$ cat config.mk
export PLATFORM = sky130hd
export DESIGN_NAME = urfc_receiver
export DESIGN_NICKNAME = d
export VERILOG_FILES = /design/src/urfc_pkg.sv /design/src/urfc_receiver.sv
export SDC_FILE = /design/constraint.sdc
export NUM_CORES = 1
export LEC_CHECK = 0
export ABC_AREA = 1
export BUFFER_PORTS_ARGS = -buffer_cell sky130_fd_sc_hd__buf_4
export CAP_MARGIN = 10
export CORE_MARGIN = 1.5
export CORE_UTILIZATION = 45
export DETAILED_ROUTE_END_ITERATION = 10
export GPL_TIMING_DRIVEN = 1
export PLACE_DENSITY_LB_ADDON = 0.12
export SLEW_MARGIN = 40
export SYNTH_ARGS = -nofsm -noshare
export SYNTH_HDL_FRONTEND = slang
export SYNTH_SLANG_ARGS = --single-unit
$ cat constraint.sdc
create_clock -name core_clk -period 5 [get_ports core_clk]
set_input_delay 0.5 -clock core_clk [delete_from_list [all_inputs] [get_ports core_clk]]
set_output_delay 0.5 -clock core_clk [all_outputs]
set_load 0.05 [all_outputs]
$ cat src/urfc_pkg.sv
// urfc_pkg: constants, types and helpers of the receiver with flow control
// assumes one clock that ticks once per oversampling period
package urfc_pkg;

   // fifo geometry
   localparam logic [5:0] FIFO_FULL = 6'h20;
   localparam logic [5:0] NONFIFO_CAP = 6'h01;
   localparam logic [5:0] LEVEL_EMPTY = 6'h00;
   localparam logic [2:0] TAGS_NONE = 3'h0;
   localparam int TAG_PAR = 0;
   localparam int TAG_FRM = 1;
   localparam int TAG_BRK = 2;

   // oversampling selects and counts
   localparam logic [1:0] OSR_16X = 2'h0;
   localparam logic [1:0] OSR_8X = 2'h1;
   localparam logic [4:0] BIT_16X = 5'h10;
   localparam logic [4:0] BIT_8X = 5'h08;
   localparam logic [4:0] BIT_4X = 5'h04;
   localparam logic [4:0] HALF_16X = 5'h08;
   localparam logic [4:0] HALF_8X = 5'h04;
   localparam logic [4:0] HALF_4X = 5'h02;

   // character framing
   localparam logic [2:0] WL_LAST_BASE = 3'h4;
   localparam logic [3:0] WL_BASE = 4'h5;
   localparam logic [3:0] FRAME_BITS = 4'h2;
   localparam logic [11:0] TO_CHARS = 12'h004;
   localparam logic [11:0] TO_EXTRA_BITS = 12'h00c;
   localparam logic [11:0] XOFF_DELAY_CHARS = 12'h002;

   // receive trigger levels
   localparam logic [5:0] TRIG_L0 = 6'h08;
   localparam logic [5:0] TRIG_L1 = 6'h10;
   localparam logic [5:0] TRIG_L2 = 6'h18;
   localparam logic [5:0] TRIG_L3 = 6'h1e;

   // flow character register selects
   localparam logic [1:0] XSEL_XON1 = 2'h0;
   localparam logic [1:0] XSEL_XON2 = 2'h1;
   localparam logic [1:0] XSEL_XOFF1 = 2'h2;
   localparam logic [1:0] XSEL_XOFF2 = 2'h3;

   typedef enum logic [1:0] {SWF_OFF, SWF_SINGLE, SWF_DOUBLE} urfc_swf_e;
   typedef enum logic [2:0] {RX_IDLE, RX_START, RX_DATA, RX_PARITY, RX_STOP} urfc_rx_e;

   function automatic logic [4:0] bitLen(input logic [1:0] osr);
      return (osr == OSR_16X) ? BIT_16X : (osr == OSR_8X) ? BIT_8X : BIT_4X;
   endfunction : bitLen

   function automatic logic [4:0] halfLen(input logic [1:0] osr);
      return (osr == OSR_16X) ? HALF_16X : (osr == OSR_8X) ? HALF_8X : HALF_4X;
   endfunction : halfLen

   function automatic logic [5:0] trigLevel(input logic [1:0] sel);
      case (sel)
         2'h0: return TRIG_L0;
         2'h1: return TRIG_L1;
         2'h2: return TRIG_L2;
         default: return TRIG_L3;
      endcase
   endfunction : trigLevel

   function automatic logic [5:0] upperLevel(input logic [1:0] sel);
      return (sel == 2'h3) ? TRIG_L3 : trigLevel(sel + 2'h1);
   endfunction : upperLevel

   function automatic logic [5:0] lowerLevel(input logic [1:0] sel);
      return (sel == 2'h0) ? LEVEL_EMPTY : trigLevel(sel - 2'h1);
   endfunction : lowerLevel

   // start + data + optional parity + one stop
   function automatic logic [11:0] charClocks(input logic [1:0] wl, input logic par,
                                              input logic [1:0] osr);
      logic [11:0] bits;
      bits = 12'(WL_BASE + 4'(wl) + FRAME_BITS + 4'(par));
      return 12'(bits * 12'(bitLen(osr)));
   endfunction : charClocks

   // compare only the bits of the programmed word length
   function automatic logic charMatch(input logic [7:0] a, input logic [7:0] b,
                                      input logic [1:0] wl);
      logic [7:0] m;
      m = 8'hff >> (2'h3 - wl);
      return ((a ^ b) & m) == 8'h00;
   endfunction : charMatch

endpackage : urfc_pkg

$ cat src/urfc_receiver.sv
// urfc_receiver: one channel receiver, 32 entry fifo, auto rts/cts, xon/xoff
// assumes core_clk is the oversampling clock; rxPin, ctsN are asynchronous
//
// Function
// RQ1: falling edge, half bit wait, start still low
// RQ2: data and stop sampled at bit centre
// RQ3: head character errors shown as status bits 2-4
// RQ4: fifo of 32 entries, byte plus three tags
// RQ5: holding read advances pointer, errors follow head
// RQ6: fifo mode holding register shows oldest character
// RQ7: data ready interrupt per char or trigger
// RQ8: timeout after four characters plus twelve bits
// RQ9: auto rts needs enable and software rts on
// RQ10: rts low to high sets status bit 5
// RQ11: rts off one level up, on one below
// RQ12: keep receiving into fifo until full
// RQ13: auto cts enable lets cts gate transmitter
// RQ14: cts high pauses after current stop bit
// RQ15: cts deassertion sets status bit 5
// RQ16: xoff match halts transmitter after current char
// RQ17: xoff flag set, xon resumes and clears
// RQ18: reset clears xon and xoff characters
// RQ19: double mode needs two consecutive matches
// RQ20: flow characters never enter the fifo
// RQ21: auto xoff two characters after trigger crossed
// RQ22: xon sent when fill reaches lower level
// RQ23: word length from two bit field
// RQ24: software flow mode is a configuration input
`timescale 1ns/100ps
`default_nettype none

module urfc_receiver (
   // clock and reset
   input wire logic core_clk,
   input wire logic srst,
   // serial pins
   input wire logic rxPin,
   input wire logic ctsN,
   output logic rtsN,
   // line and fifo configuration
   input wire logic [1:0] osrSel,
   input wire logic [1:0] wordLenSel,
   input wire logic parityEn,
   input wire logic parityEven,
   input wire logic fifoEnable,
   input wire logic [1:0] rxTrigSel,
   // enhanced features and modem control
   input wire logic enhancedEn,
   input wire logic autoRtsEn,
   input wire logic autoCtsEn,
   input wire logic rtsOn,
   // interrupt enables
   input wire logic rxIntEn,
   input wire logic xoffIntEn,
   input wire logic rtsIntEn,
   input wire logic ctsIntEn,
   // software flow control
   input wire urfc_pkg::urfc_swf_e swFlowMode,
   input wire logic autoXoffEn,
   input wire logic xcharWe,
   input wire logic [1:0] xcharSel,
   input wire logic [7:0] xcharData,
   // host read side
   input wire logic rhrRead,
   input wire logic intStatusRead,
   output logic [7:0] rhrData,
   output logic [2:0] lsrErr,
   output logic dataReady,
   output logic overrun,
   // interrupts and status
   output logic rxDataInt,
   output logic rxTimeoutInt,
   output logic modemFlowInt,
   output logic xoffInt,
   // transmitter coupling
   output logic txHalt,
   output logic flowSendReq,
   output logic flowSendXon,
   input wire logic flowSendAck
);
   import urfc_pkg::*;

   // ----------------------------------------------------------------
   // state
   // ----------------------------------------------------------------
   typedef struct packed {
      logic rxS1, rxS2, rxPrev, ctsS1, ctsS2, ctsPrev;
      urfc_rx_e rxState;
      logic [4:0] osrCnt;
      logic [2:0] bitIdx;
      logic [7:0] shiftData;
      logic parAcc, parErr, allZero;
      logic [31:0][10:0] mem;
      logic [4:0] wrPtr, rdPtr;
      logic [5:0] count;
      logic [10:0] buf0, buf1;
      logic [1:0] bufCnt;
      logic [7:0] held;
      logic heldValid, heldFlush;
      logic [7:0] xon1, xon2, xoff1, xoff2;
      logic xoffHalt, xoffFlag, specialFlag, rtsThrottle;
      logic [11:0] toCnt;
      logic toFlag;
      logic [11:0] xoffDly;
      logic xoffSent;
      logic rtsN, txHalt, flowReq, flowXon, overrun;
      logic [7:0] rhrData;
      logic [2:0] lsrErr;
      logic dataReady, rxDataInt, rxTimeoutInt;
   } urfc_state_s;

   urfc_state_s q, n;
   logic cEvt, pushReq, drain, rdFire, xoffHit, xonHit;
   logic [7:0] cData;
   logic [2:0] cTags;
   logic [10:0] pushEntry;
   logic [5:0] cap;
   logic [2:0] lastIdx;
   logic [4:0] bitLast;
   logic [11:0] toLimit, xoffLimit;

   always_comb begin
      n = q;
      cEvt = 1'b0;
      pushReq = 1'b0;
      pushEntry = '0;
      xoffHit = 1'b0;
      xonHit = 1'b0;
      cData = q.shiftData;
      cTags = TAGS_NONE;
      lastIdx = 3'(wordLenSel) + WL_LAST_BASE; // RQ23
      bitLast = bitLen(osrSel) - 5'h01;
      toLimit = 12'(charClocks(wordLenSel, parityEn, osrSel) * TO_CHARS
                + TO_EXTRA_BITS * 12'(bitLen(osrSel))) - 12'h001;
      xoffLimit = 12'(charClocks(wordLenSel, parityEn, osrSel) * XOFF_DELAY_CHARS)
                  - 12'h001;
      cap = fifoEnable ? FIFO_FULL : NONFIFO_CAP;

      // ----------------------------------------------------------------
      // synchronisers
      // ----------------------------------------------------------------
      n.rxS1 = rxPin;
      n.rxS2 = q.rxS1;
      n.rxPrev = q.rxS2;
      n.ctsS1 = ctsN;
      n.ctsS2 = q.ctsS1;
      n.ctsPrev = q.ctsS2;

      // ----------------------------------------------------------------
      // receive shifter
      // ----------------------------------------------------------------
      unique case (q.rxState)
         RX_IDLE: begin
            if (q.rxPrev && !q.rxS2) begin
               n.rxState = RX_START;
               n.osrCnt = halfLen(osrSel) - 5'h01; // RQ1
            end
         end
         RX_START: begin
            if (q.osrCnt != 5'h00) begin
               n.osrCnt = q.osrCnt - 5'h01;
            end else if (!q.rxS2) begin
               n.rxState = RX_DATA; // RQ1
               n.osrCnt = bitLast;
               n.bitIdx = 3'h0;
               n.shiftData = 8'h00;
               n.parAcc = 1'b0;
               n.parErr = 1'b0;
               n.allZero = 1'b1;
            end else begin
               n.rxState = RX_IDLE;
            end
         end
         RX_DATA: begin
            if (q.osrCnt != 5'h00) begin
               n.osrCnt = q.osrCnt - 5'h01;
            end else begin
               n.shiftData[q.bitIdx] = q.rxS2; // RQ2
               n.parAcc = q.parAcc ^ q.rxS2;
               n.allZero = q.allZero & ~q.rxS2;
               n.osrCnt = bitLast;
               n.bitIdx = q.bitIdx + 3'h1;
               if (q.bitIdx == lastIdx) begin
                  n.rxState = parityEn ? RX_PARITY : RX_STOP;
               end
            end
         end
         RX_PARITY: begin
            if (q.osrCnt != 5'h00) begin
               n.osrCnt = q.osrCnt - 5'h01;
            end else begin
               n.parErr = parityEven ? (q.parAcc ^ q.rxS2) : ~(q.parAcc ^ q.rxS2);
               n.allZero = q.allZero & ~q.rxS2;
               n.osrCnt = bitLast;
               n.rxState = RX_STOP;
            end
         end
         RX_STOP: begin
            if (q.osrCnt != 5'h00) begin
               n.osrCnt = q.osrCnt - 5'h01;
            end else begin
               cEvt = 1'b1; // RQ2
               cTags[TAG_PAR] = q.parErr;
               cTags[TAG_FRM] = ~q.rxS2;
               cTags[TAG_BRK] = q.allZero & ~q.rxS2;
               n.rxState = RX_IDLE;
            end
         end
      endcase

      // ----------------------------------------------------------------
      // flow character registers
      // ----------------------------------------------------------------
      if (xcharWe) begin
         unique case (xcharSel)
            XSEL_XON1: n.xon1 = xcharData;
            XSEL_XON2: n.xon2 = xcharData;
            XSEL_XOFF1: n.xoff1 = xcharData;
            XSEL_XOFF2: n.xoff2 = xcharData;
         endcase
      end

      // ----------------------------------------------------------------
      // software flow compare
      // ----------------------------------------------------------------
      if (q.heldFlush) begin
         pushReq = 1'b1;
         pushEntry = {TAGS_NONE, q.held};
         n.heldFlush = 1'b0;
         n.heldValid = 1'b0;
      end
      if (cEvt) begin
         case (swFlowMode) // RQ24
            SWF_SINGLE: begin
               if (charMatch(cData, q.xoff1, wordLenSel)) begin
                  xoffHit = 1'b1; // RQ16
               end else if (charMatch(cData, q.xon1, wordLenSel)) begin
                  xonHit = 1'b1;
               end else begin
                  pushReq = 1'b1;
                  pushEntry = {cTags, cData};
               end
            end
            SWF_DOUBLE: begin
               if (q.heldValid && charMatch(q.held, q.xoff1, wordLenSel)
                   && charMatch(cData, q.xoff2, wordLenSel)) begin
                  xoffHit = 1'b1; // RQ19
                  n.heldValid = 1'b0;
               end else if (q.heldValid && charMatch(q.held, q.xon1, wordLenSel)
                            && charMatch(cData, q.xon2, wordLenSel)) begin
                  xonHit = 1'b1; // RQ19
                  n.heldValid = 1'b0;
               end else begin
                  if (q.heldValid) begin
                     pushReq = 1'b1;
                     pushEntry = {TAGS_NONE, q.held};
                  end
                  n.held = cData;
                  if (charMatch(cData, q.xoff1, wordLenSel)
                      || charMatch(cData, q.xon1, wordLenSel)) begin
                     n.heldValid = 1'b1;
                  end else if (q.heldValid) begin
                     n.heldFlush = 1'b1;
                  end else begin
                     pushReq = 1'b1;
                     pushEntry = {cTags, cData};
                  end
               end
            end
            default: begin
               pushReq = 1'b1;
               pushEntry = {cTags, cData};
            end
         endcase
      end
      if (xoffHit) begin
         n.xoffHalt = 1'b1; // RQ16
         n.xoffFlag = q.xoffFlag | xoffIntEn; // RQ17
      end
      if (xonHit) begin
         n.xoffHalt = 1'b0; // RQ17
         n.xoffFlag = 1'b0;
      end

      // ----------------------------------------------------------------
      // two entry buffer and fifo
      // ----------------------------------------------------------------
      drain = (q.bufCnt != 2'h0) && (q.count < cap); // RQ12
      rdFire = rhrRead && (q.count != 6'h00);
      if (drain) begin
         n.mem[q.wrPtr] = q.buf0; // RQ4
         n.wrPtr = q.wrPtr + 5'h01;
         n.buf0 = q.buf1;
         n.bufCnt = q.bufCnt - 2'h1;
      end
      if (rdFire) begin
         n.rdPtr = q.rdPtr + 5'h01; // RQ5
         n.overrun = 1'b0;
      end
      unique case ({drain, rdFire})
         2'b10: n.count = q.count + 6'h01;
         2'b01: n.count = q.count - 6'h01;
         default: n.count = q.count;
      endcase
      if (pushReq) begin // RQ20
         if (n.bufCnt == 2'h0) begin
            n.buf0 = pushEntry;
            n.bufCnt = 2'h1;
         end else if (n.bufCnt == 2'h1) begin
            n.buf1 = pushEntry;
            n.bufCnt = 2'h2;
         end else begin
            n.overrun = 1'b1;
         end
      end

      // ----------------------------------------------------------------
      // receive timeout
      // ----------------------------------------------------------------
      if ((q.count == 6'h00) || drain || rdFire) begin
         n.toCnt = 12'h000;
         n.toFlag = 1'b0;
      end else if (q.toCnt == toLimit) begin
         n.toFlag = 1'b1; // RQ8
      end else begin
         n.toCnt = q.toCnt + 12'h001;
      end

      // ----------------------------------------------------------------
      // hardware flow control
      // ----------------------------------------------------------------
      if (q.count >= upperLevel(rxTrigSel)) begin
         n.rtsThrottle = 1'b1; // RQ11
      end else if (q.count <= lowerLevel(rxTrigSel)) begin
         n.rtsThrottle = 1'b0;
      end
      n.rtsN = ~(rtsOn & ~(autoRtsEn & n.rtsThrottle)); // RQ9
      if (intStatusRead) begin
         n.specialFlag = 1'b0;
      end
      if (!q.rtsN && n.rtsN && rtsIntEn && enhancedEn) begin
         n.specialFlag = 1'b1; // RQ10
      end
      if (q.ctsS2 && !q.ctsPrev && ctsIntEn && enhancedEn) begin
         n.specialFlag = 1'b1; // RQ15
      end
      n.txHalt = (autoCtsEn & q.ctsS2) | n.xoffHalt; // RQ13 RQ14

      // ----------------------------------------------------------------
      // automatic xoff / xon transmission
      // ----------------------------------------------------------------
      if (flowSendAck) begin
         n.flowReq = 1'b0;
      end
      if (!autoXoffEn) begin
         n.xoffDly = 12'h000;
         n.xoffSent = 1'b0;
      end else if (!q.xoffSent) begin
         if (q.count < trigLevel(rxTrigSel)) begin
            n.xoffDly = 12'h000;
         end else if (q.xoffDly == xoffLimit) begin
            if (!q.flowReq) begin
               n.flowReq = 1'b1; // RQ21
               n.flowXon = 1'b0;
               n.xoffSent = 1'b1;
               n.xoffDly = 12'h000;
            end
         end else begin
            n.xoffDly = q.xoffDly + 12'h001;
         end
      end else if (q.count <= lowerLevel(rxTrigSel) && !q.flowReq) begin
         n.flowReq = 1'b1; // RQ22
         n.flowXon = 1'b1;
         n.xoffSent = 1'b0;
      end

      // ----------------------------------------------------------------
      // host visible outputs
      // ----------------------------------------------------------------
      n.rhrData = n.mem[n.rdPtr][7:0]; // RQ6
      n.lsrErr = (n.count != 6'h00) ? n.mem[n.rdPtr][10:8] : TAGS_NONE; // RQ3
      n.dataReady = n.count != 6'h00;
      n.rxDataInt = rxIntEn & (fifoEnable ? (n.count >= trigLevel(rxTrigSel))
                                          : (n.count != 6'h00)); // RQ7
      n.rxTimeoutInt = rxIntEn & n.toFlag;
   end

   always_ff @(posedge core_clk) begin
      if (srst) begin
         q <= '0; // RQ18
         q.rxS1 <= 1'b1;
         q.rxS2 <= 1'b1;
         q.rxPrev <= 1'b1;
         q.ctsS1 <= 1'b1;
         q.ctsS2 <= 1'b1;
         q.ctsPrev <= 1'b1;
         q.rtsN <= 1'b1;
      end else begin
         q <= n;
      end
   end

   assign rtsN = q.rtsN;
   assign rhrData = q.rhrData;
   assign lsrErr = q.lsrErr;
   assign dataReady = q.dataReady;
   assign overrun = q.overrun;
   assign rxDataInt = q.rxDataInt;
   assign rxTimeoutInt = q.rxTimeoutInt;
   assign modemFlowInt = q.specialFlag;
   assign xoffInt = q.xoffFlag;
   assign txHalt = q.txHalt;
   assign flowSendReq = q.flowReq;
   assign flowSendXon = q.flowXon;

   // ----------------------------------------------------------------
   // checks
   // ----------------------------------------------------------------
   start_half_a: assert property (@(posedge core_clk) disable iff (srst) // RQ1
      (q.rxState == RX_IDLE && q.rxPrev && !q.rxS2)
      |=> (q.rxState == RX_START && q.osrCnt == halfLen(osrSel) - 5'h01))
      else $error("start wait not half a bit");

   start_reject_a: assert property (@(posedge core_clk) disable iff (srst) // RQ1
      (q.rxState == RX_START && q.osrCnt == 5'h00 && q.rxS2) |=> q.rxState == RX_IDLE)
      else $error("false start accepted");

   fifo_bound_a: assert property (@(posedge core_clk) disable iff (srst) // RQ4
      q.count <= FIFO_FULL)
      else $error("fifo count beyond depth");

   read_advance_a: assert property (@(posedge core_clk) disable iff (srst) // RQ5
      (rhrRead && q.count != 6'h00 && !drain)
      |=> (q.rdPtr == $past(q.rdPtr) + 5'h01 && q.count == $past(q.count) - 6'h01))
      else $error("read did not advance fifo");

   head_tags_a: assert property (@(posedge core_clk) disable iff (srst) // RQ3
      (q.count != 6'h00) |-> (lsrErr == q.mem[q.rdPtr][10:8] && rhrData == q.mem[q.rdPtr][7:0]))
      else $error("status tags not those of head");

   rts_off_a: assert property (@(posedge core_clk) disable iff (srst) // RQ11
      (autoRtsEn && q.count >= upperLevel(rxTrigSel)) |=> rtsN)
      else $error("rts not released at upper level");

   rts_manual_a: assert property (@(posedge core_clk) disable iff (srst) // RQ9
      (!autoRtsEn) |=> (rtsN == !$past(rtsOn)))
      else $error("rts not following software");

   rts_int_a: assert property (@(posedge core_clk) disable iff (srst) // RQ10
      ($rose(rtsN) && $past(rtsIntEn) && $past(enhancedEn)) |-> modemFlowInt)
      else $error("rts rise without status flag");

   xoff_halt_a: assert property (@(posedge core_clk) disable iff (srst) // RQ16
      (cEvt && swFlowMode == SWF_SINGLE && charMatch(cData, q.xoff1, wordLenSel))
      |=> (txHalt && !$past(pushReq)))
      else $error("xoff not halting or stored");

   xreg_reset_a: assert property (@(posedge core_clk) // RQ18
      $past(srst) |-> (q.xon1 == 8'h00 && q.xon2 == 8'h00 && q.xoff1 == 8'h00
                       && q.xoff2 == 8'h00))
      else $error("flow characters not cleared");

endmodule : urfc_receiver

`default_nettype wire

**Word-level counts from Yosys, hierarchy flattened**

Cells that the tools add are included.
Widths: inputs -> output; s select.

- Muxes and demuxes: 127
- Order comparisons: 11
- Reduce and logical (&&, ||, !) cells: 63
- Equal/unequal tests: 36
- Multiply operators: 2
- Add/sub/neg operators: 21
- Shift-type cells: 1
- Bitwise operators: 31

Operators by type and width:

| operator | count |
|---|---|
| $mux 357 | 1 |
| $bwmux 352 | 1 |
| $mux 11 | 12 |
| $bmux 11 s5 | 1 |
| $demux 11 s5 | 1 |
| $mux 6 | 9 |
| $and 8x8->8 | 6 |
| $logic_not 8->1 | 6 |
| $xor 8x8->8 | 6 |
| $mux 1 | 46 |
| $pmux 5 s3 | 3 |
| $pmux 8 s5 | 1 |
| $mux 12 | 3 |
| $mux 2 | 15 |
| $mux 3 | 9 |
| $mux 13 | 2 |
| $mux 5 | 5 |
| $add 12x1->12 const B | 2 |
| $eq 12x12->1 | 2 |
| $mux 24 | 1 |
| $mux 8 | 3 |
| $pmux 12 s2 | 1 |
| $sub 12x1->12 const B | 2 |
| $pmux 11 s2 | 1 |
| other kinds (61) | 153 |

- Bits in registers: 511
- Word-level logic and storage cells: 368

**Longest topological paths before layout**

- Depth after elaboration: 19
- Gate-level depth with buffers: 26
- Mapped depth without buffers: 26

**Worst setup path before layout**

Ideal clock, no wire load.

- Kind: in2reg
- Start: in wordLenSel[0]
- End: reg q[38] in the netlist's numbering
- Library setup time: 0.120 ns
- Arrival: 4.424 ns
- Setup slack: 0.456 ns
- Stages on the path: 23
- Data required time: 4.880 ns
- Cells stage by stage: inv_1 ha_1 ha_1 or2_2 fa_1 inv_1 ha_1 ha_1 ha_1 inv_1 ha_1 inv_1 ha_1 a21oi_1 nand2_1 nand2_1 nand3b_1 nand2_1 xnor3_1 nor2_2 nand3_1 nand2_1 a21oi_1

- Longest elaborated chain between the ends: 7

Ends and longest elaborated chain:

| what | line | text |
|---|---|---|
| start: declaration | urfc_receiver.sv:42 | `input wire logic [1:0] wordLenSel,` |
| $add 3x2->4 | urfc_pkg.sv:76 | `bits = 12'(WL_BASE + 4'(wl) + FRAME_BITS + 4'(par));` |
| $add 4x2->5 | urfc_pkg.sv:76 |  |
| $add 5x1->6 | urfc_pkg.sv:76 |  |
| $mul 6x5->11 | - |  |
| $add 12x9->12 | urfc_receiver.sv:134 | `+ TO_EXTRA_BITS * 12'(bitLen(osrSel))) - 12'h001;` |
| $sub 12x1->12 | urfc_receiver.sv:134 |  |
| $eq 12x12->1 | urfc_receiver.sv:323 | `end else if (q.toCnt == toLimit) begin` |
| end signal: assignment | urfc_receiver.sv:399 | `q <= n;` |
| end: declaration | urfc_receiver.sv:112 | `urfc_state_s q, n;` |

Every way passes these cells.
A chain may end at the register's enable or synchronous reset.

**Final worst setup path**

- Start: in wordLenSel[0]
- End: reg q[40] in the netlist's numbering

The elaborated chain is that of the path after synthesis.

==> reports/results.ini <==
[hold_path]
hold_depth = 2
hold_start = rxPin
whs_endpoint = n[509]
hold_class = in -> reg

[die]
die_area_um2 = 70040
start_util = 0.4563
coreArea_um2 = 67510
die_h_um = 264.7
boundaryPins = 59
chipWidth_um = 264.7
row_count = 95

[timing]
final.setup_skew_ns = 0.02158
rsz0062_at_grt = false
final_hold_viol_count = 0
setup_violations = 0
relSlewSlack = 0.4431
period_share = 0.8529
period_minus_slack_ns = 4.264
tightest_slew_ns = 0.8334
drv_slew = 0
setup-tns-final_ns = 0
timing.fmax_mhz = 234.5

[logic_synthesis]
synth_edf_count = 0
synth_top_area_share = 0.3320
async_flop_share = 0
synthFlopType = dfxtp_1
synth-seq-cells = 511
yosysWarnings = 0
yosysMostFrequentCell = nand2_1
synth_largest_area_cell = dfxtp_1
synth_top_cells_by_area = dfxtp_1 33%, nand2_1 23%, nand3_1 9.1%, o21ai_0 7.0%, a21oi_1 5.2%
synth_cell_types = 57
synthTopCellsByCount = 1861 x nand2_1, 560 x nand3_1, 511 x dfxtp_1
yosysSeqAreaShare = 0.3320
netlist_instances = 5066
avgSynthCellArea_um2 = 6.081
syn_area_um2 = 30810

[job]
cap_violations = 0

[routing]
wl_mm = 98.16
initialDrtViolationCount = 3230
dr.pass1.iters = 6
num_vias = 31340
wl_per_cell_um = 16.87
vias_per_cell = 5.386
drc = 0
ant_nets = 0

[worst_setup_path]
ff2ff_path_depth = 15
cp_max_fo = 8
critPathCaptureType = flip-flop
worstPathRequired_ns = 5.48
r2r-end = lsrErr[1]
arrival_ns = 4.75
reg2reg_from = q[120]
rrSetupSlack_ns = 1.14
start_kind = primary input
criticalPathCategory = in -> reg

[place]
dp_hpwl_mm = 62.61
placement.io_buffers = 58
routabilityCongestion = 0.8781

[clock_network]
hold_buffers = 0
cts_tree = yes
cts_root_buffer = clkbuf_16
numClockSinks = 511
cts_buffers = 60
clk_latency_ns = 0.64
htreeDepth = 2
clk_path_buf_depth = 3
post_cts_buffers = 0
clk_pin_slew_ns = 0.06
post_cts_resized = 0

[run_status]
status = completed

[global_route]
grtUsageTotal = 0.2760
grt_pass1_vias = 28320
grt_pass1_wl_mm = 157.3
overflow = 0
antenna_found_initial = 0
grt_max_degree = 169

[finish]
area_delta_synth_final_pct = 8.102
nFillCells = 7059
nNetsFinal = 5004
drive_gt1_frac = 0.05541
diodes = 0

[pwr]
powerDensity_nw_per_um2 = 444.9
peakVddDrop_uv = 375.9
leakagePower_nw = 13.99
power_mw = 14.82

critical path, stage by stage:
cell	delay, ns
buf_4	0.09
inv_1	0.08
ha_1	0.21
ha_1	0.28
inv_1	0.08
nand2_1	0.08
fa_1	0.44
inv_1	0.06
ha_1	0.22
ha_1	0.30
ha_1	0.30
inv_1	0.08
ha_1	0.28
inv_1	0.04
ha_1	0.34
a21oi_1	0.21
nand2_1	0.10
nand2_1	0.07
nand3b_1	0.07
nand2_1	0.10
xnor3_1	0.23
nor2_2	0.13
nand3_1	0.27
nand2_1	0.15
a21oi_1	0.07
state kept, by name, summed over array words and instances (netlist names):
signal / flops
cData: 8
dataReady: 1
flowSendReq: 1
flowSendXon: 1
lsrErr: 3
modemFlowInt: 1
n: 4
overrun: 1
q: 478
rhrData: 8
rtsN: 1
rxDataInt: 1
rxTimeoutInt: 1
txHalt: 1
xoffInt: 1
kinds of logic (layout without fill, tap and decap cells):
| family | Yosys count | after routing | synth area share |
|---|---|---|---|
| AO/OA/AOI/OAI | 828 | 828 | 0.1391 |
| XOR/XNOR | 51 | 51 | 0.01543 |
| adder cells (fa/ha/maj) | 64 | 64 | 0.02745 |
| buffers and inverters | 717 | 592 | 0.09739 |
| flip-flops | 511 | 511 | 0.3320 |
| multiplexers | 1 | 1 | 0.0003249 |
| other | 2 | 6 | 0.0002438 |
| AND/OR/NAND/NOR | 2892 | 2892 | 0.3880 |
cell type report:
type / count / area [µm²] / share of cell area
inverter: 365 / 1381 / 0.04148
clock inverter: 14 / 130.1 / 0.003907
multi-input combinational: 3842 / 17680 / 0.5310
timing repair buffer: 122 / 1047 / 0.03144
sequential: 511 / 10230 / 0.3072
tap: 873 / 1092 / 0.03280
clock buffer: 91 / 1739 / 0.05222
report_power, final:
part,internal [mW],switching [mW],total (mW),leakage (nW)
Combinational,1.67,4.41,6.08,8.94
Sequential,4.24,0.200,4.44,4.13
Clock,2.47,1.83,4.30,0.920
through the flow:
step                hold WS [ns]    util  setup WS (ns)  area [µm²]  std cells
finish                   0.04915  0.4933         0.7356       33300       5818
global route             0.02730  0.4933         0.4365       33300       5818
CTS                      0.01780  0.4925         0.7752       33250       5817
detailed placement        0.4007  0.4648         0.1337       31380       5712
global placement          0.3907  0.4645         0.1084       31360       5712
floorplan                 0.3895       -         0.4561       30820       5070
layout by cell type (no fill, tap or decap), drive strengths merged, types with 2 or more instances in the layout:
cell    synthesis  layout
fa              6       6
and2           36      36
nand2        1869    1869
a31oi           5       5
o311ai          2       2
a21oi         320     320
o21a            2       2
a211oi          4       4
nor2          334     334
nand3b          4       4
and3            2       2
a21boi          4       4
xor2           36      36
xnor2          14      14
bufinv          0       2
ha             58      58
o211ai         27      27
nand4          38      38
o21ai         456     456
nor4            4       4
conb            2       6
dfxtp         511     511
buf           138     122
nand3         562     562
clkinv          4      13
nor3b           2       2
nor3           32      32
inv           361     363
or2             9       9
clkbuf        214      91
layer usage:
metal / wire length (µm) / track usage / part of all wire / up-vias
met1: 44430 / 0.3820 / 0.45 / 14280
met4: 2951 / 0.08293 / 0.030 / 0
met2: 44550 / 0.4508 / 0.45 / 951
li1: - / - / - / 15940
met3: 6227 / 0.03140 / 0.063 / 168
met5: 0 / 0 / 0 / -
worst max-delay path by stage:
| stage | from | end | slack (ns) | cells past startpoint |
|---|---|---|---|---|
| 2_1_floorplan | wordLenSel[0] | q[38] | 0.46 | 23 |
| 3_3_place_gp | wordLenSel[0] | q[43] | 0.11 | 25 |
| 3_5_place_dp | wordLenSel[0] | q[38] | 0.13 | 25 |
| 4_1_cts | wordLenSel[0] | q[38] | 0.78 | 25 |
| 5_1_grt | wordLenSel[0] | q[40] | 0.44 | 25 |
| 6_report | wordLenSel[0] | q[40] | 0.74 | 25 |
(Power assumes the default switching activity.)
